### src/logic/ptrp_defines.svh
// register map, bit positions, reset values and bus answers for the tape controller
`ifndef PTRP_DEFINES_SVH
`define PTRP_DEFINES_SVH
`define OFS_COMMAND 8'h00
`define OFS_STATUS 8'h04
`define OFS_DATA 8'h08
`define OFS_DEVNUM 8'h0c
`define OFS_SELECT 8'h10
`define CMD_DISABLE 7
`define CMD_ENABLE 6
`define CMD_STOP 5
`define CMD_RUN 4
`define CMD_SINGLE_STEP_MODE 3
`define CMD_CONTINUOUS_READ_MODE 2
`define CMD_WRITE 1
`define CMD_READ 0
`define ST_OVERRUN 7
`define ST_STOPPED 4
`define ST_BUSY 3
`define ST_ATTN 2
`define ST_UNAVAIL 0
`define DEVNUM_READER_ONLY 8'h03
`define DEVNUM_WITH_PUNCH 8'h13
`define SELECT_RESET 8'h00
`define RESP_OKAY 2'h0
`define RESP_SLVERR 2'h2
`endif

### src/logic/ptrp_pkg.sv
// types shared by the tape controller modules
package ptrp_pkg;
	typedef logic [7:0] byte_t;
	typedef enum logic {READER_STOPPED, READER_MOVING} reader_state_e;
	typedef enum logic {PUNCH_IDLE, PUNCH_BUSY} punch_state_e;
endpackage : ptrp_pkg

### src/logic/regbus_if.sv
// register access strobes between the bus slave and the controller core
`timescale 1ns/100ps
interface regbus_if;
	logic wr_en;
	logic wr_lane0;
	logic [7:0] wr_addr;
	ptrp_pkg::byte_t wr_data;
	logic wr_err;
	logic rd_en;
	logic [7:0] rd_addr;
	ptrp_pkg::byte_t rd_data;
	logic rd_err;
	modport bus_side (output wr_en, wr_lane0, wr_addr, wr_data, rd_en, rd_addr, input wr_err, rd_data, rd_err);
	modport core_side (input wr_en, wr_lane0, wr_addr, wr_data, rd_en, rd_addr, output wr_err, rd_data, rd_err);
endinterface : regbus_if

### src/logic/paper_tape_ctrl.sv
// paper tape reader and punch controller core with its register slave
//
// Contract
// - continuous mode keeps reader tape moving, capturing characters until stopped; punch ignores it.
// - write command routes transfers to punch; read command routes them to reader.
// - interrupts enabled in read mode: interrupt while a character waits in buffer.
// - interrupts enabled in write mode: interrupt while another character can be accepted.
// - clear disables interrupts and sets busy, tape stopped and attention flags.
// - clear selects interrupts disabled, stopped, single step and read mode.
// - clear turns punch motor off unless power button is held down.
// - remote button released means punch local; depressed means punch remote.
// - remote with power button released: run command turns punch power on.
// - remote with power button released: stop command turns punch power off.
// - power button down forces power on; otherwise remote follows program, local off.
// - read command strobes the character under the sense lights into the buffer.
// - write command stops the reader, leaving the next character unread.
// - device number is 03 hex for reader only, 13 hex with a punch.
// - busy: read mode while buffer empty, write mode while buffer full.
// - single step: advance one character, then wait until a data read.
// - continuous mode reload before take sets overrun; attention is overrun or stopped.
// - reader stop halts after next character; punch stop after next punch, power off.
`timescale 1ns/100ps
`include "ptrp_defines.svh"
module paper_tape_ctrl (
	input wire logic aclk,
	input wire logic aresetn,
	input wire logic [7:0] awaddr,
	input wire logic [2:0] awprot,
	input wire logic awvalid,
	output logic awready,
	input wire logic [31:0] wdata,
	input wire logic [3:0] wstrb,
	input wire logic wvalid,
	output logic wready,
	output logic [1:0] bresp,
	output logic bvalid,
	input wire logic bready,
	input wire logic [7:0] araddr,
	input wire logic [2:0] arprot,
	input wire logic arvalid,
	output logic arready,
	output logic [31:0] rdata,
	output logic [1:0] rresp,
	output logic rvalid,
	input wire logic rready,
	input wire logic system_clear_switch,
	input wire logic punch_fitted,
	input wire logic [7:0] reader_char,
	input wire logic reader_char_strobe,
	input wire logic reader_unavail,
	output logic reader_advance,
	input wire logic punch_remote_button,
	input wire logic punch_power_button,
	input wire logic punch_low_tape,
	input wire logic punch_done,
	output logic [7:0] punch_char,
	output logic punch_strobe,
	output logic punch_power,
	output logic ext_irq
);
	regbus_if rb();

	axil_regs_slave u_slave (
		.aclk(aclk), .aresetn(aresetn),
		.awaddr(awaddr), .awvalid(awvalid), .awready(awready),
		.wdata(wdata), .wstrb(wstrb), .wvalid(wvalid), .wready(wready),
		.bresp(bresp), .bvalid(bvalid), .bready(bready),
		.araddr(araddr), .arvalid(arvalid), .arready(arready),
		.rdata(rdata), .rresp(rresp), .rvalid(rvalid), .rready(rready),
		.rb(rb.bus_side)
	);

	function automatic logic hit(input logic [7:0] a, input logic [7:0] ofs);
		hit = (a[7:2] == ofs[7:2]);
	endfunction : hit

	// ----------------------------------------------------------------
	// state
	// ----------------------------------------------------------------
	logic int_en_reg, int_en_next, mode_write_reg, mode_write_next;
	logic run_reg, run_next, single_reg, single_next, cont_reg, cont_next;
	logic rstop_reg, rstop_next, pstop_reg, pstop_next, prog_reg, prog_next;
	logic full_reg, full_next, overrun_reg, overrun_next, stopped_reg, stopped_next;
	ptrp_pkg::byte_t buf_reg, buf_next, pchar_next, devnum_reg, devnum_next;
	ptrp_pkg::byte_t select_reg, select_next, cmd_view, status_view;
	ptrp_pkg::reader_state_e rstate_reg, rstate_next;
	ptrp_pkg::punch_state_e pstate_reg, pstate_next;
	logic strap_done_reg, strap_done_next, pstrobe_next, power_next, irq_next;
	logic clear, selected, remote, prog_ok, cmd_wr, data_wr, data_rd;
	ptrp_pkg::byte_t cmd;

	// the clear switch resets the controller but not the host-side select register
	assign clear = ~aresetn | system_clear_switch;
	assign selected = (select_reg == devnum_reg);
	assign remote = punch_remote_button;
	assign prog_ok = remote & ~punch_power_button;
	assign cmd = rb.wr_data;
	assign cmd_wr = rb.wr_en & rb.wr_lane0 & selected & hit(rb.wr_addr, `OFS_COMMAND);
	assign data_wr = rb.wr_en & rb.wr_lane0 & selected & hit(rb.wr_addr, `OFS_DATA);
	assign data_rd = rb.rd_en & selected & hit(rb.rd_addr, `OFS_DATA);

	// ----------------------------------------------------------------
	// next state
	// ----------------------------------------------------------------
	always_comb begin
		int_en_next = int_en_reg;
		mode_write_next = mode_write_reg;
		run_next = run_reg;
		single_next = single_reg;
		cont_next = cont_reg;
		rstop_next = rstop_reg;
		pstop_next = pstop_reg;
		prog_next = prog_reg;
		full_next = full_reg;
		overrun_next = overrun_reg;
		stopped_next = stopped_reg;
		buf_next = buf_reg;
		rstate_next = rstate_reg;
		pstate_next = pstate_reg;
		pchar_next = punch_char;
		pstrobe_next = 1'b0;
		// reader motion, only while the reader owns the buffer
		if (!mode_write_reg) begin
			if (data_rd) begin
				full_next = 1'b0;
			end
			case (rstate_reg)
				ptrp_pkg::READER_STOPPED: begin
					if (run_reg && (cont_reg || !full_reg)) begin
						rstate_next = ptrp_pkg::READER_MOVING;
					end
				end
				ptrp_pkg::READER_MOVING: begin
					if (reader_char_strobe) begin
						if (cont_reg && full_reg && !data_rd) begin
							overrun_next = 1'b1;
						end
						buf_next = reader_char;
						full_next = 1'b1;
						if (rstop_reg) begin
							rstate_next = ptrp_pkg::READER_STOPPED;
							stopped_next = 1'b1;
							rstop_next = 1'b0;
						end else if (single_reg) begin
							rstate_next = ptrp_pkg::READER_STOPPED;
						end
					end
				end
				default: rstate_next = ptrp_pkg::READER_STOPPED;
			endcase
		end
		// punch side; a started punch cycle always completes
		if (mode_write_reg && data_wr && !full_reg) begin
			buf_next = rb.wr_data;
			full_next = 1'b1;
		end
		case (pstate_reg)
			ptrp_pkg::PUNCH_IDLE: begin
				if (mode_write_reg && full_reg && remote && punch_power) begin
					pstrobe_next = 1'b1;
					pchar_next = buf_reg;
					pstate_next = ptrp_pkg::PUNCH_BUSY;
				end
			end
			ptrp_pkg::PUNCH_BUSY: begin
				if (punch_done) begin
					pstate_next = ptrp_pkg::PUNCH_IDLE;
					if (mode_write_reg) begin
						full_next = 1'b0;
					end
					if (pstop_reg) begin
						prog_next = 1'b0;
						pstop_next = 1'b0;
					end
				end
			end
			default: pstate_next = ptrp_pkg::PUNCH_IDLE;
		endcase
		// commands are applied last so they win over motion in the same cycle
		if (cmd_wr) begin
			if (cmd[`CMD_ENABLE]) begin
				int_en_next = 1'b1;
			end else if (cmd[`CMD_DISABLE]) begin
				int_en_next = 1'b0;
			end
			if (cmd[`CMD_SINGLE_STEP_MODE]) begin
				single_next = 1'b1;
				cont_next = 1'b0;
			end else if (cmd[`CMD_CONTINUOUS_READ_MODE]) begin
				cont_next = 1'b1;
				single_next = 1'b0;
			end
			if (cmd[`CMD_RUN]) begin
				run_next = 1'b1;
				// a fresh run cancels a pending punch stop so power is not dropped later
				pstop_next = 1'b0;
				rstop_next = 1'b0;
				stopped_next = 1'b0;
				if (prog_ok) begin
					prog_next = 1'b1;
				end
			end
			// stop wins over run given in the same byte
			if (cmd[`CMD_STOP]) begin
				run_next = 1'b0;
				if (rstate_reg == ptrp_pkg::READER_MOVING) begin
					rstop_next = 1'b1;
				end else begin
					stopped_next = 1'b1;
				end
				if (prog_ok) begin
					if (mode_write_reg && full_reg) begin
						pstop_next = 1'b1;
					end else begin
						prog_next = 1'b0;
					end
				end
			end
			if (cmd[`CMD_WRITE]) begin
				mode_write_next = 1'b1;
				full_next = 1'b0;
				overrun_next = 1'b0;
				rstate_next = ptrp_pkg::READER_STOPPED;
				run_next = 1'b0;
				rstop_next = 1'b0;
				stopped_next = 1'b1;
			end else if (cmd[`CMD_READ]) begin
				mode_write_next = 1'b0;
				buf_next = reader_char;
				full_next = 1'b1;
				overrun_next = 1'b0;
			end
		end
		power_next = punch_power_button | (remote & prog_next & ~clear);
		irq_next = int_en_reg & (mode_write_reg ? ~full_reg : full_reg);
		strap_done_next = 1'b1;
		devnum_next = strap_done_reg ? devnum_reg : (punch_fitted ? `DEVNUM_WITH_PUNCH : `DEVNUM_READER_ONLY);
		select_next = select_reg;
		if (rb.wr_en && rb.wr_lane0 && hit(rb.wr_addr, `OFS_SELECT)) begin
			select_next = rb.wr_data;
		end
	end

	// ----------------------------------------------------------------
	// registers
	// ----------------------------------------------------------------
	always_ff @(posedge aclk) begin
		if (clear) begin
			int_en_reg <= 1'b0;
			mode_write_reg <= 1'b0;
			run_reg <= 1'b0;
			single_reg <= 1'b1;
			cont_reg <= 1'b0;
			rstop_reg <= 1'b0;
			pstop_reg <= 1'b0;
			prog_reg <= 1'b0;
			full_reg <= 1'b0;
			overrun_reg <= 1'b0;
			stopped_reg <= 1'b1;
			buf_reg <= 8'h00;
			rstate_reg <= ptrp_pkg::READER_STOPPED;
			reader_advance <= 1'b0;
			pstate_reg <= ptrp_pkg::PUNCH_IDLE;
			punch_char <= 8'h00;
			punch_strobe <= 1'b0;
			ext_irq <= 1'b0;
			strap_done_reg <= 1'b0;
			devnum_reg <= `DEVNUM_READER_ONLY;
		end else begin
			int_en_reg <= int_en_next;
			mode_write_reg <= mode_write_next;
			run_reg <= run_next;
			single_reg <= single_next;
			cont_reg <= cont_next;
			rstop_reg <= rstop_next;
			pstop_reg <= pstop_next;
			prog_reg <= prog_next;
			full_reg <= full_next;
			overrun_reg <= overrun_next;
			stopped_reg <= stopped_next;
			buf_reg <= buf_next;
			rstate_reg <= rstate_next;
			reader_advance <= (rstate_next == ptrp_pkg::READER_MOVING);
			pstate_reg <= pstate_next;
			punch_char <= pchar_next;
			punch_strobe <= pstrobe_next;
			ext_irq <= irq_next;
			strap_done_reg <= strap_done_next;
			devnum_reg <= devnum_next;
		end
	end

	// power follows the buttons even during clear, so it has no reset branch
	always_ff @(posedge aclk) begin
		punch_power <= power_next;
	end

	always_ff @(posedge aclk) begin
		if (!aresetn) begin
			select_reg <= `SELECT_RESET;
		end else begin
			select_reg <= select_next;
		end
	end

	// ----------------------------------------------------------------
	// register reads
	// ----------------------------------------------------------------
	always_comb begin
		cmd_view = {~int_en_reg, int_en_reg, ~run_reg, run_reg, single_reg, cont_reg, mode_write_reg, ~mode_write_reg};
		status_view = 8'h00;
		if (mode_write_reg) begin
			status_view[`ST_BUSY] = full_reg;
			status_view[`ST_UNAVAIL] = ~punch_power | ~remote | punch_low_tape;
		end else begin
			status_view[`ST_OVERRUN] = overrun_reg;
			status_view[`ST_STOPPED] = stopped_reg;
			status_view[`ST_BUSY] = ~full_reg;
			status_view[`ST_ATTN] = overrun_reg | stopped_reg;
			status_view[`ST_UNAVAIL] = reader_unavail;
		end
		rb.rd_data = 8'h00;
		rb.rd_err = 1'b0;
		if (hit(rb.rd_addr, `OFS_COMMAND)) begin
			rb.rd_data = selected ? cmd_view : 8'h00;
		end else if (hit(rb.rd_addr, `OFS_STATUS)) begin
			rb.rd_data = selected ? status_view : 8'h00;
		end else if (hit(rb.rd_addr, `OFS_DATA)) begin
			rb.rd_data = selected ? buf_reg : 8'h00;
		end else if (hit(rb.rd_addr, `OFS_DEVNUM)) begin
			rb.rd_data = devnum_reg;
		end else if (hit(rb.rd_addr, `OFS_SELECT)) begin
			rb.rd_data = select_reg;
		end else begin
			rb.rd_err = 1'b1;
		end
		rb.wr_err = ~(hit(rb.wr_addr, `OFS_COMMAND) | hit(rb.wr_addr, `OFS_STATUS) | hit(rb.wr_addr, `OFS_DATA)
			| hit(rb.wr_addr, `OFS_DEVNUM) | hit(rb.wr_addr, `OFS_SELECT));
	end
endmodule : paper_tape_ctrl

### src/logic/axil_regs_slave.sv
// AXI4-Lite slave that turns bus transfers into one-cycle register strobes
`timescale 1ns/100ps
`include "ptrp_defines.svh"
module axil_regs_slave (
	input wire logic aclk,
	input wire logic aresetn,
	input wire logic [7:0] awaddr,
	input wire logic awvalid,
	output logic awready,
	input wire logic [31:0] wdata,
	input wire logic [3:0] wstrb,
	input wire logic wvalid,
	output logic wready,
	output logic [1:0] bresp,
	output logic bvalid,
	input wire logic bready,
	input wire logic [7:0] araddr,
	input wire logic arvalid,
	output logic arready,
	output logic [31:0] rdata,
	output logic [1:0] rresp,
	output logic rvalid,
	input wire logic rready,
	regbus_if.bus_side rb
);
	logic aw_held_reg, aw_held_next, w_held_reg, w_held_next, ar_held_reg, ar_held_next;
	logic [7:0] waddr_reg, waddr_next, raddr_reg, raddr_next;
	logic [7:0] wbyte_reg, wbyte_next;
	logic lane0_reg, lane0_next;
	logic awready_next, wready_next, arready_next, bvalid_next, rvalid_next;
	logic [1:0] bresp_next, rresp_next;
	logic [31:0] rdata_next;
	logic fire_w, fire_r;

	// strobes come from held flops, so the core sees one clean pulse per transfer
	assign fire_w = aw_held_reg & w_held_reg & ~bvalid;
	assign fire_r = ar_held_reg & ~rvalid;
	assign rb.wr_en = fire_w;
	assign rb.wr_addr = waddr_reg;
	assign rb.wr_data = wbyte_reg;
	assign rb.wr_lane0 = lane0_reg;
	assign rb.rd_en = fire_r;
	assign rb.rd_addr = raddr_reg;

	always_comb begin
		aw_held_next = aw_held_reg;
		w_held_next = w_held_reg;
		ar_held_next = ar_held_reg;
		waddr_next = waddr_reg;
		raddr_next = raddr_reg;
		wbyte_next = wbyte_reg;
		lane0_next = lane0_reg;
		bvalid_next = bvalid;
		bresp_next = bresp;
		rvalid_next = rvalid;
		rresp_next = rresp;
		rdata_next = rdata;
		if (awvalid && awready) begin
			aw_held_next = 1'b1;
			waddr_next = awaddr;
		end
		if (wvalid && wready) begin
			w_held_next = 1'b1;
			wbyte_next = wdata[7:0];
			lane0_next = wstrb[0];
		end
		if (bvalid && bready) begin
			bvalid_next = 1'b0;
		end
		if (fire_w) begin
			aw_held_next = 1'b0;
			w_held_next = 1'b0;
			bvalid_next = 1'b1;
			bresp_next = rb.wr_err ? `RESP_SLVERR : `RESP_OKAY;
		end
		if (arvalid && arready) begin
			ar_held_next = 1'b1;
			raddr_next = araddr;
		end
		if (rvalid && rready) begin
			rvalid_next = 1'b0;
		end
		if (fire_r) begin
			ar_held_next = 1'b0;
			rvalid_next = 1'b1;
			rdata_next = {24'h000000, rb.rd_data};
			rresp_next = rb.rd_err ? `RESP_SLVERR : `RESP_OKAY;
		end
		awready_next = ~aw_held_next & ~bvalid_next;
		wready_next = ~w_held_next & ~bvalid_next;
		arready_next = ~ar_held_next & ~rvalid_next;
	end

	always_ff @(posedge aclk) begin
		if (!aresetn) begin
			aw_held_reg <= 1'b0;
			w_held_reg <= 1'b0;
			ar_held_reg <= 1'b0;
			waddr_reg <= 8'h00;
			raddr_reg <= 8'h00;
			wbyte_reg <= 8'h00;
			lane0_reg <= 1'b0;
			awready <= 1'b0;
			wready <= 1'b0;
			arready <= 1'b0;
			bvalid <= 1'b0;
			bresp <= `RESP_OKAY;
			rvalid <= 1'b0;
			rresp <= `RESP_OKAY;
			rdata <= 32'h00000000;
		end else begin
			aw_held_reg <= aw_held_next;
			w_held_reg <= w_held_next;
			ar_held_reg <= ar_held_next;
			waddr_reg <= waddr_next;
			raddr_reg <= raddr_next;
			wbyte_reg <= wbyte_next;
			lane0_reg <= lane0_next;
			awready <= awready_next;
			wready <= wready_next;
			arready <= arready_next;
			bvalid <= bvalid_next;
			bresp <= bresp_next;
			rvalid <= rvalid_next;
			rresp <= rresp_next;
			rdata <= rdata_next;
		end
	end
endmodule : axil_regs_slave

### config.mk
export PLATFORM = sky130hd
export DESIGN_NAME = paper_tape_ctrl
export DESIGN_NICKNAME = d
export VERILOG_FILES = /design/src/logic/ptrp_pkg.sv /design/src/logic/regbus_if.sv /design/src/logic/paper_tape_ctrl.sv /design/src/logic/axil_regs_slave.sv
export VERILOG_INCLUDE_DIRS = /design/src /design/src/logic
export SDC_FILE = /design/constraint.sdc
export NUM_CORES = 1
export LEC_CHECK = 0
export ABC_AREA = 1
export BUFFER_PORTS_ARGS = -buffer_cell sky130_fd_sc_hd__buf_2
export CORE_MARGIN = 10
export CORE_UTILIZATION = 45
export DETAILED_ROUTE_END_ITERATION = 6
export MAX_ROUTING_LAYER = met4
export PLACE_DENSITY = 0.81
export SLEW_MARGIN = 30
export SYNTH_ARGS = -nofsm -noshare
export SYNTH_HDL_FRONTEND = slang
export SYNTH_SLANG_ARGS = --single-unit
### constraint.sdc
create_clock -name aclk -period 1.2 [get_ports aclk]
set_input_delay 0.24 -clock aclk [delete_from_list [all_inputs] [get_ports aclk]]
set_output_delay 0.24 -clock aclk [all_outputs]
set_load 0.02 [all_outputs]
Word-level counts from Yosys, hierarchy flattened
Index checks and enable logic that the tools add are counted.
{ "classes": {"n_eq_ne": 9, "muxes": 113, "n_bitwise": 43, "reduce_logical": 30} }
{ "ops": {"columns": ["operator", "count"], "rows": [
  ["2-to-1 mux 8 bit", 15],
  ["2-to-1 mux 1 bit", 93],
  ["equality test 6 x 2 -> 1 bit, second input constant", 4],
  ["NOT 1 bit", 18],
  ["bitwise AND 1 bit", 16],
  ["logical AND 1 bit", 15],
  ["equality test 6 x 1 -> 1 bit, second input constant", 2],
  ["equality test 6 x 3 -> 1 bit, second input constant", 2],
  ["zero test 6 bit", 2],
  ["AND reduction 2 bit", 5],
  ["bitwise OR 1 bit", 9],
  ["equality test 8 bit", 1],
  ["nonzero test 2 bit", 3],
  ["2-to-1 mux 5 bit", 1],
  ["2-to-1 mux 2 bit", 2],
  ["case mux 1 bit (2 select lines)", 2],
  ["nonzero test 3 bit", 1],
  ["zero test 1 bit", 2],
  ["OR reduction 2 bit", 1],
  ["logical OR 1 bit", 1]
]} }
{ "totals": {"regBits": 94, "in_bits": 81, "out_inout_bits": 53, "word_cells": 231} }

Longest topological paths before layout
{ "depth": {"ltp_word": 15, "ltp_mapped": 12, "ltp_nobuf": 12} }

Hierarchy
A second synthesis with hierarchy kept.
{ "hier_totals": {"cells_unflattened": 604, "hier_area_um2": 4217.8} }
{ "modules_own_cells": {"columns": ["mod", "instances", "cells_each", "area_per_inst_um2", "seq_area_each_um2"], "rows": [
  ["paper_tape_ctrl", 1, 388, 2503.7, 840.8],
  ["axil_regs_slave", 1, 216, 1714.1, 860.8]
]} }

Worst setup path after synthesis
OpenSTA, ideal clock, no wires.
{ "synth_path": {"kind": "flip-flop to flip-flop", "startpoint": "reg select_reg[1]", "endpoint": "reg buf_reg[1]", "setup_time_ns": 0.116, "t_arrival_ns": 1.248, "required_time_ns": 1.084, "path_slack_ns": -0.164, "stages_incl_launch_ff": 10, "path_buffers": 0, "synth_period_minus_slack_ns": 1.364, "cell_sequence": "dfxtp_1 > nand2_1 > nor2_4 > nand2_1 > nor2_4 > nand2_4 > nor2_4 > nand2_4 > o21ai_0 > nor2_1"} }
{ "synth_via": {"elab_chain_cells": 9, "word_cells_on_any_way": 10, "classes_between": "1 x eq/ne; 4 x mux; 3 x bitwise; 2 x reduce/logical"} }
{ "synth_rtl": {"columns": ["item", "line_no", "rtl"], "rows": [
  ["from (decl)", "paper_tape_ctrl.sv:85", "ptrp_pkg::byte_t select_reg, select_next, cmd_view, status_view;"],
  ["from (signal assigned)", "paper_tape_ctrl.sv:300", "select_reg <= `SELECT_RESET;"],
  ["from (signal assigned)", "paper_tape_ctrl.sv:302", "select_reg <= select_next;"],
  ["equality test 8 bit (*)", "paper_tape_ctrl.sv:94", "assign selected = (select_reg == devnum_reg);"],
  ["bitwise AND 1 bit (*)", "paper_tape_ctrl.sv:98, paper_tape_ctrl.sv:99", null],
  ["bitwise AND 1 bit", "paper_tape_ctrl.sv:99", "assign data_wr = rb.wr_en & rb.wr_lane0 & selected & hit(rb.wr_addr, `OFS_DATA);"],
  ["logical AND 1 bit (2 in series)", "paper_tape_ctrl.sv:153", "if (mode_write_reg && data_wr && !full_reg) begin"],
  ["2-to-1 mux 8 bit", "paper_tape_ctrl.sv:153", null],
  ["2-to-1 mux 8 bit", "paper_tape_ctrl.sv:227", "end else if (cmd[`CMD_READ]) begin"],
  ["2-to-1 mux 8 bit", "paper_tape_ctrl.sv:219", "if (cmd[`CMD_WRITE]) begin"],
  ["2-to-1 mux 8 bit (*)", "paper_tape_ctrl.sv:180", "if (cmd_wr) begin"],
  ["to (signal assigned)", "paper_tape_ctrl.sv:281", "buf_reg <= buf_next;"],
  ["to (decl)", "paper_tape_ctrl.sv:84", "ptrp_pkg::byte_t buf_reg, buf_next, pchar_next, devnum_reg, devnum_next;"]
]} }
Every way passes the cells marked *; elsewhere a longest branch is shown, timed or not.
A chain may end at the register's enable or synchronous reset.

Worst setup path in the final report
{ "layout_path": {"startpoint": "reg select_reg[6]", "endpoint": "reg buf_reg[7]"} }
The elaborated chain is that of the path after synthesis.

==> impl_metrics.py <==
metrics = {
    "timing": {
        "finalClockSkew_ns": 0.01344,
        "hold_viol_final": 0,
        "finalCritPeriodShare_pct": 132.2,
        "fmax_mhz": 630.2,
        "worst_hold_slack_ns": 0.06473,
        "post-route-worst-setup-slack_ns": -0.3869,
        "tns_ns": -10.32,
        "slew_violations": 0,
        "setup_viol": 37,
        "finalCriticalPeriod_ns": 1.587,
        "grt_setup_unrepaired": "yes",
    },
    "worst_hold_path": {
        "hold-path-endpoint": "punch_power",
        "hold_depth": 3,
        "min_from": "punch_power_button",
        "hold_path.class": "in -> reg",
    },
    "synthesis": {
        "synthFlopType": "dfxtp_1",
        "ys_ff_latch": 81,
        "synthArstFlopShare_pct": 0,
        "syn_inst": 557,
        "avgSynthCellArea_sq_um": 6.952,
        "synth_edf_count": 0,
        "ys_seq_area_share_pct": 41.87,
        "yosys_warnings": 0,
        "syn_area_sq_um": 3872,
        "synth_cell_type_count": 31,
    },
    "grt": {
        "grt_max_degree": 38,
        "antenna_found_initial": 0,
        "overflow": 0,
        "grt_pass1_vias": 4369,
        "grt_usage_pct": 20.47,
        "grt_pass1_wl_mm": 21.07,
    },
    "clock_tree": {
        "postCtsHoldBufs": 0,
        "clock_path_buffers": 2,
        "htreeDepth": 3,
        "clk_pin_slew_ns": 0.09,
        "insertion_delay_ns": 0.37,
        "clkSinkCount": 81,
        "cts_buffers": 9,
        "cts_tree": "yes",
        "clock-root-buffer": "clkbuf_8",
    },
    "setup_path": {
        "crit_chain": "nor2_4 -> nand2_2 -> buf_6 -> nor2_4 -> nand2_4 -> nor2_4 -> nand2_4 -> o21ai_1 -> nor2_1",
        "r2r-start": "select_reg[6]",
        "setup.worst_path.start_class": "register",
        "ff2ff_setup_slack_ns": -0.39,
        "worstSetupPathType": "reg -> reg",
        "reg2reg_depth": 9,
        "worstSetupEndpointType": "register",
        "cp.arrival_ns": 1.85,
        "path_buf_inv": 1,
        "max_stage_delay_ns": 0.35,
        "crit_slowest_cell": "dfxtp_2",
        "critPathTopFamily": "simple AND/OR/NAND/NOR gates",
        "r2r-end": "buf_reg[7]",
        "critPathMaxFanout": 5,
        "path_common_cell": "nor2_4",
        "required_ns": 1.46,
    },
    "cells_and_area": {
        "area_delta_synth_final_pct": 46.20,
        "fin_util_pct": 68.22,
        "diodes": 0,
        "nets": 798,
        "drive_gt1_share_pct": 42.30,
    },
    "floorplan": {
        "num_rows": 33,
        "die_y_um": 112.8,
        "core_sq_um": 8299,
        "initial_core_util_pct": 46.66,
        "ios": 134,
        "dieArea_sq_um": 12720,
        "die_w_um": 112.8,
    },
    "status": {
        "status": "finished, violations left",
        "violations": "setup timing",
    },
    "run": {
        "drv_cap": 0,
    },
    "drt": {
        "vias": 4394,
        "drc": 0,
        "firstDrtPassIters": 5,
        "vias_per_cell": 5.320,
        "routedWlPerCell_um": 16.42,
        "drt-initial-drc-count": 362,
        "drt_wl_total_mm": 13.57,
        "ant_nets": 0,
    },
    "pwr": {
        "seqPwrFrac_pct": 49.1,
        "p_leak_nw": 2.549,
        "power_density_nw_per_um2": 1031,
        "p_switching_w": 0.001735,
        "clockPowerShare_pct": 34.7,
        "p_sw_share_pct": 29.71,
        "total_power_w": 0.005840,
        "ir_worst_vdd_uv": 642.0,
        "combPwrFrac_pct": 16.2,
        "intPower_w": 0.004105,
    },
    "placement": {
        "place_ws_ns": -0.3718,
        "gp_congestion": 0.9546,
        "portBuffers": 70,
        "hpwlAfterDp_mm": 9.172,
    },
}
[stage by stage]
step,cell area (sq um),std cells
2_1_floorplan,4030,582
3_3_place_gp,4762,785
3_5_place_dp,4762,785
4_1_cts,5360,819
5_1_grt,5662,826
6_report,5662,826
[layer usage]
layer,vias up,share of wire [%],global-route usage (%)
li1,2082,-,-
met3,56,7.7,4.702
met2,213,49,33.76
met5,-,0,-
met1,2043,39,23.26
met4,0,4.3,8.968
[cell families (layout without fill, tap and decap cells)]
group                    count (synthesis)  in the layout  synth area share [%]
adder cells (fa/ha/maj)                  1              1                0.3231
AND/OR/NAND/NOR                        255            257                 28.89
flip-flops                              81             81                 41.87
other                                    1             26               0.09684
AO/OA/AOI/OAI                          123            123                 16.70
buffers and inverters                   96            233                 12.12
[layout by cell type, fill, tap and decap left out, types with 21 or more instances in the layout]
cell type,count
a21oi_1,31
inv_1,44
buf_4,70
nor2_1,78
conb_1,26
o21ai_2,21
nand2_1,93
nor2_4,21
dfxtp_1,61
buf_2,71
o21ai_0,38
[power groups by stage]
stage	Sequential (W)	Combinational (W)	Clock, W
finish	0.00287	0.000945	0.00203
global route	0.00288	0.00103	0.00215
CTS	0.00286	0.000879	0.00203
detailed placement	0.00292	0.000808	0
global placement	0.00292	0.000792	0
floorplan	0.00296	0.000471	0
[worst reg2reg max path, stage by stage (launching register included)]
cell and delay, ns:
dfxtp_2 0.35, nor2_4 0.10, nand2_2 0.10, buf_6 0.14, nor2_4 0.19, nand2_4 0.11, nor2_4 0.18, nand2_4 0.12
o21ai_1 0.14, nor2_1 0.06
[timing repair]
action | 4_1_cts | 5_1_grt
endpoints found under the hold margin | 0 | 0
setup endpoints to repair | 46 | 49
buffers inserted | 14 | 10
pin swaps | 34 | 41
gates cloned | 4 | 0
resized for setup | 93 | 76
[final cells by class]
cell class | count | area, sq um
well taps | 105 | 131.4
clock buffers | 9 | 123.9
flip-flops and latches | 81 | 1657
repair buffers | 159 | 1114
inverters | 58 | 232.7
clock inverters | 7 | 71.32
multi-input cells | 407 | 2332
fillers | 652 | 2638
[how the worst max path moves through the flow]
stage                     cells after the start                 from         end  slack, ns
after global routing                         10        devnum_reg[4]  buf_reg[6]      -0.48
after global placement                       10        select_reg[4]  buf_reg[4]      -0.26
after CTS                                    10        select_reg[3]  buf_reg[6]      -0.31
final                                         9        select_reg[6]  buf_reg[7]      -0.39
after detailed placement                      9        select_reg[5]  buf_reg[1]      -0.37
after floorplan                               9  u_slave.aw_held_reg  buf_reg[1]      -0.12
[synthesized netlist by cell type (2+ instances only)]
cell type,count,area [sq um]
nor2_4,7,78.83
buf_2,2,10.01
nand4_1,4,25.02
inv_1,54,202.7
nand2_1,108,405.4
buf_4,27,202.7
clkbuf_1,9,33.78
nor2_2,4,25.02
inv_2,3,11.26
nand3b_1,2,15.01
nand2_4,2,22.52
nor4_1,2,12.51
nor3_1,4,20.02
nand3_1,28,140.1
o21ai_0,70,350.3
nand3_2,2,20.02
nor2_1,89,334.1
o211ai_1,5,37.54
a21oi_1,42,210.2
a32o_1,2,20.02
dfxtp_1,81,1622
Note: power is estimated with default switching activity, not from simulation.
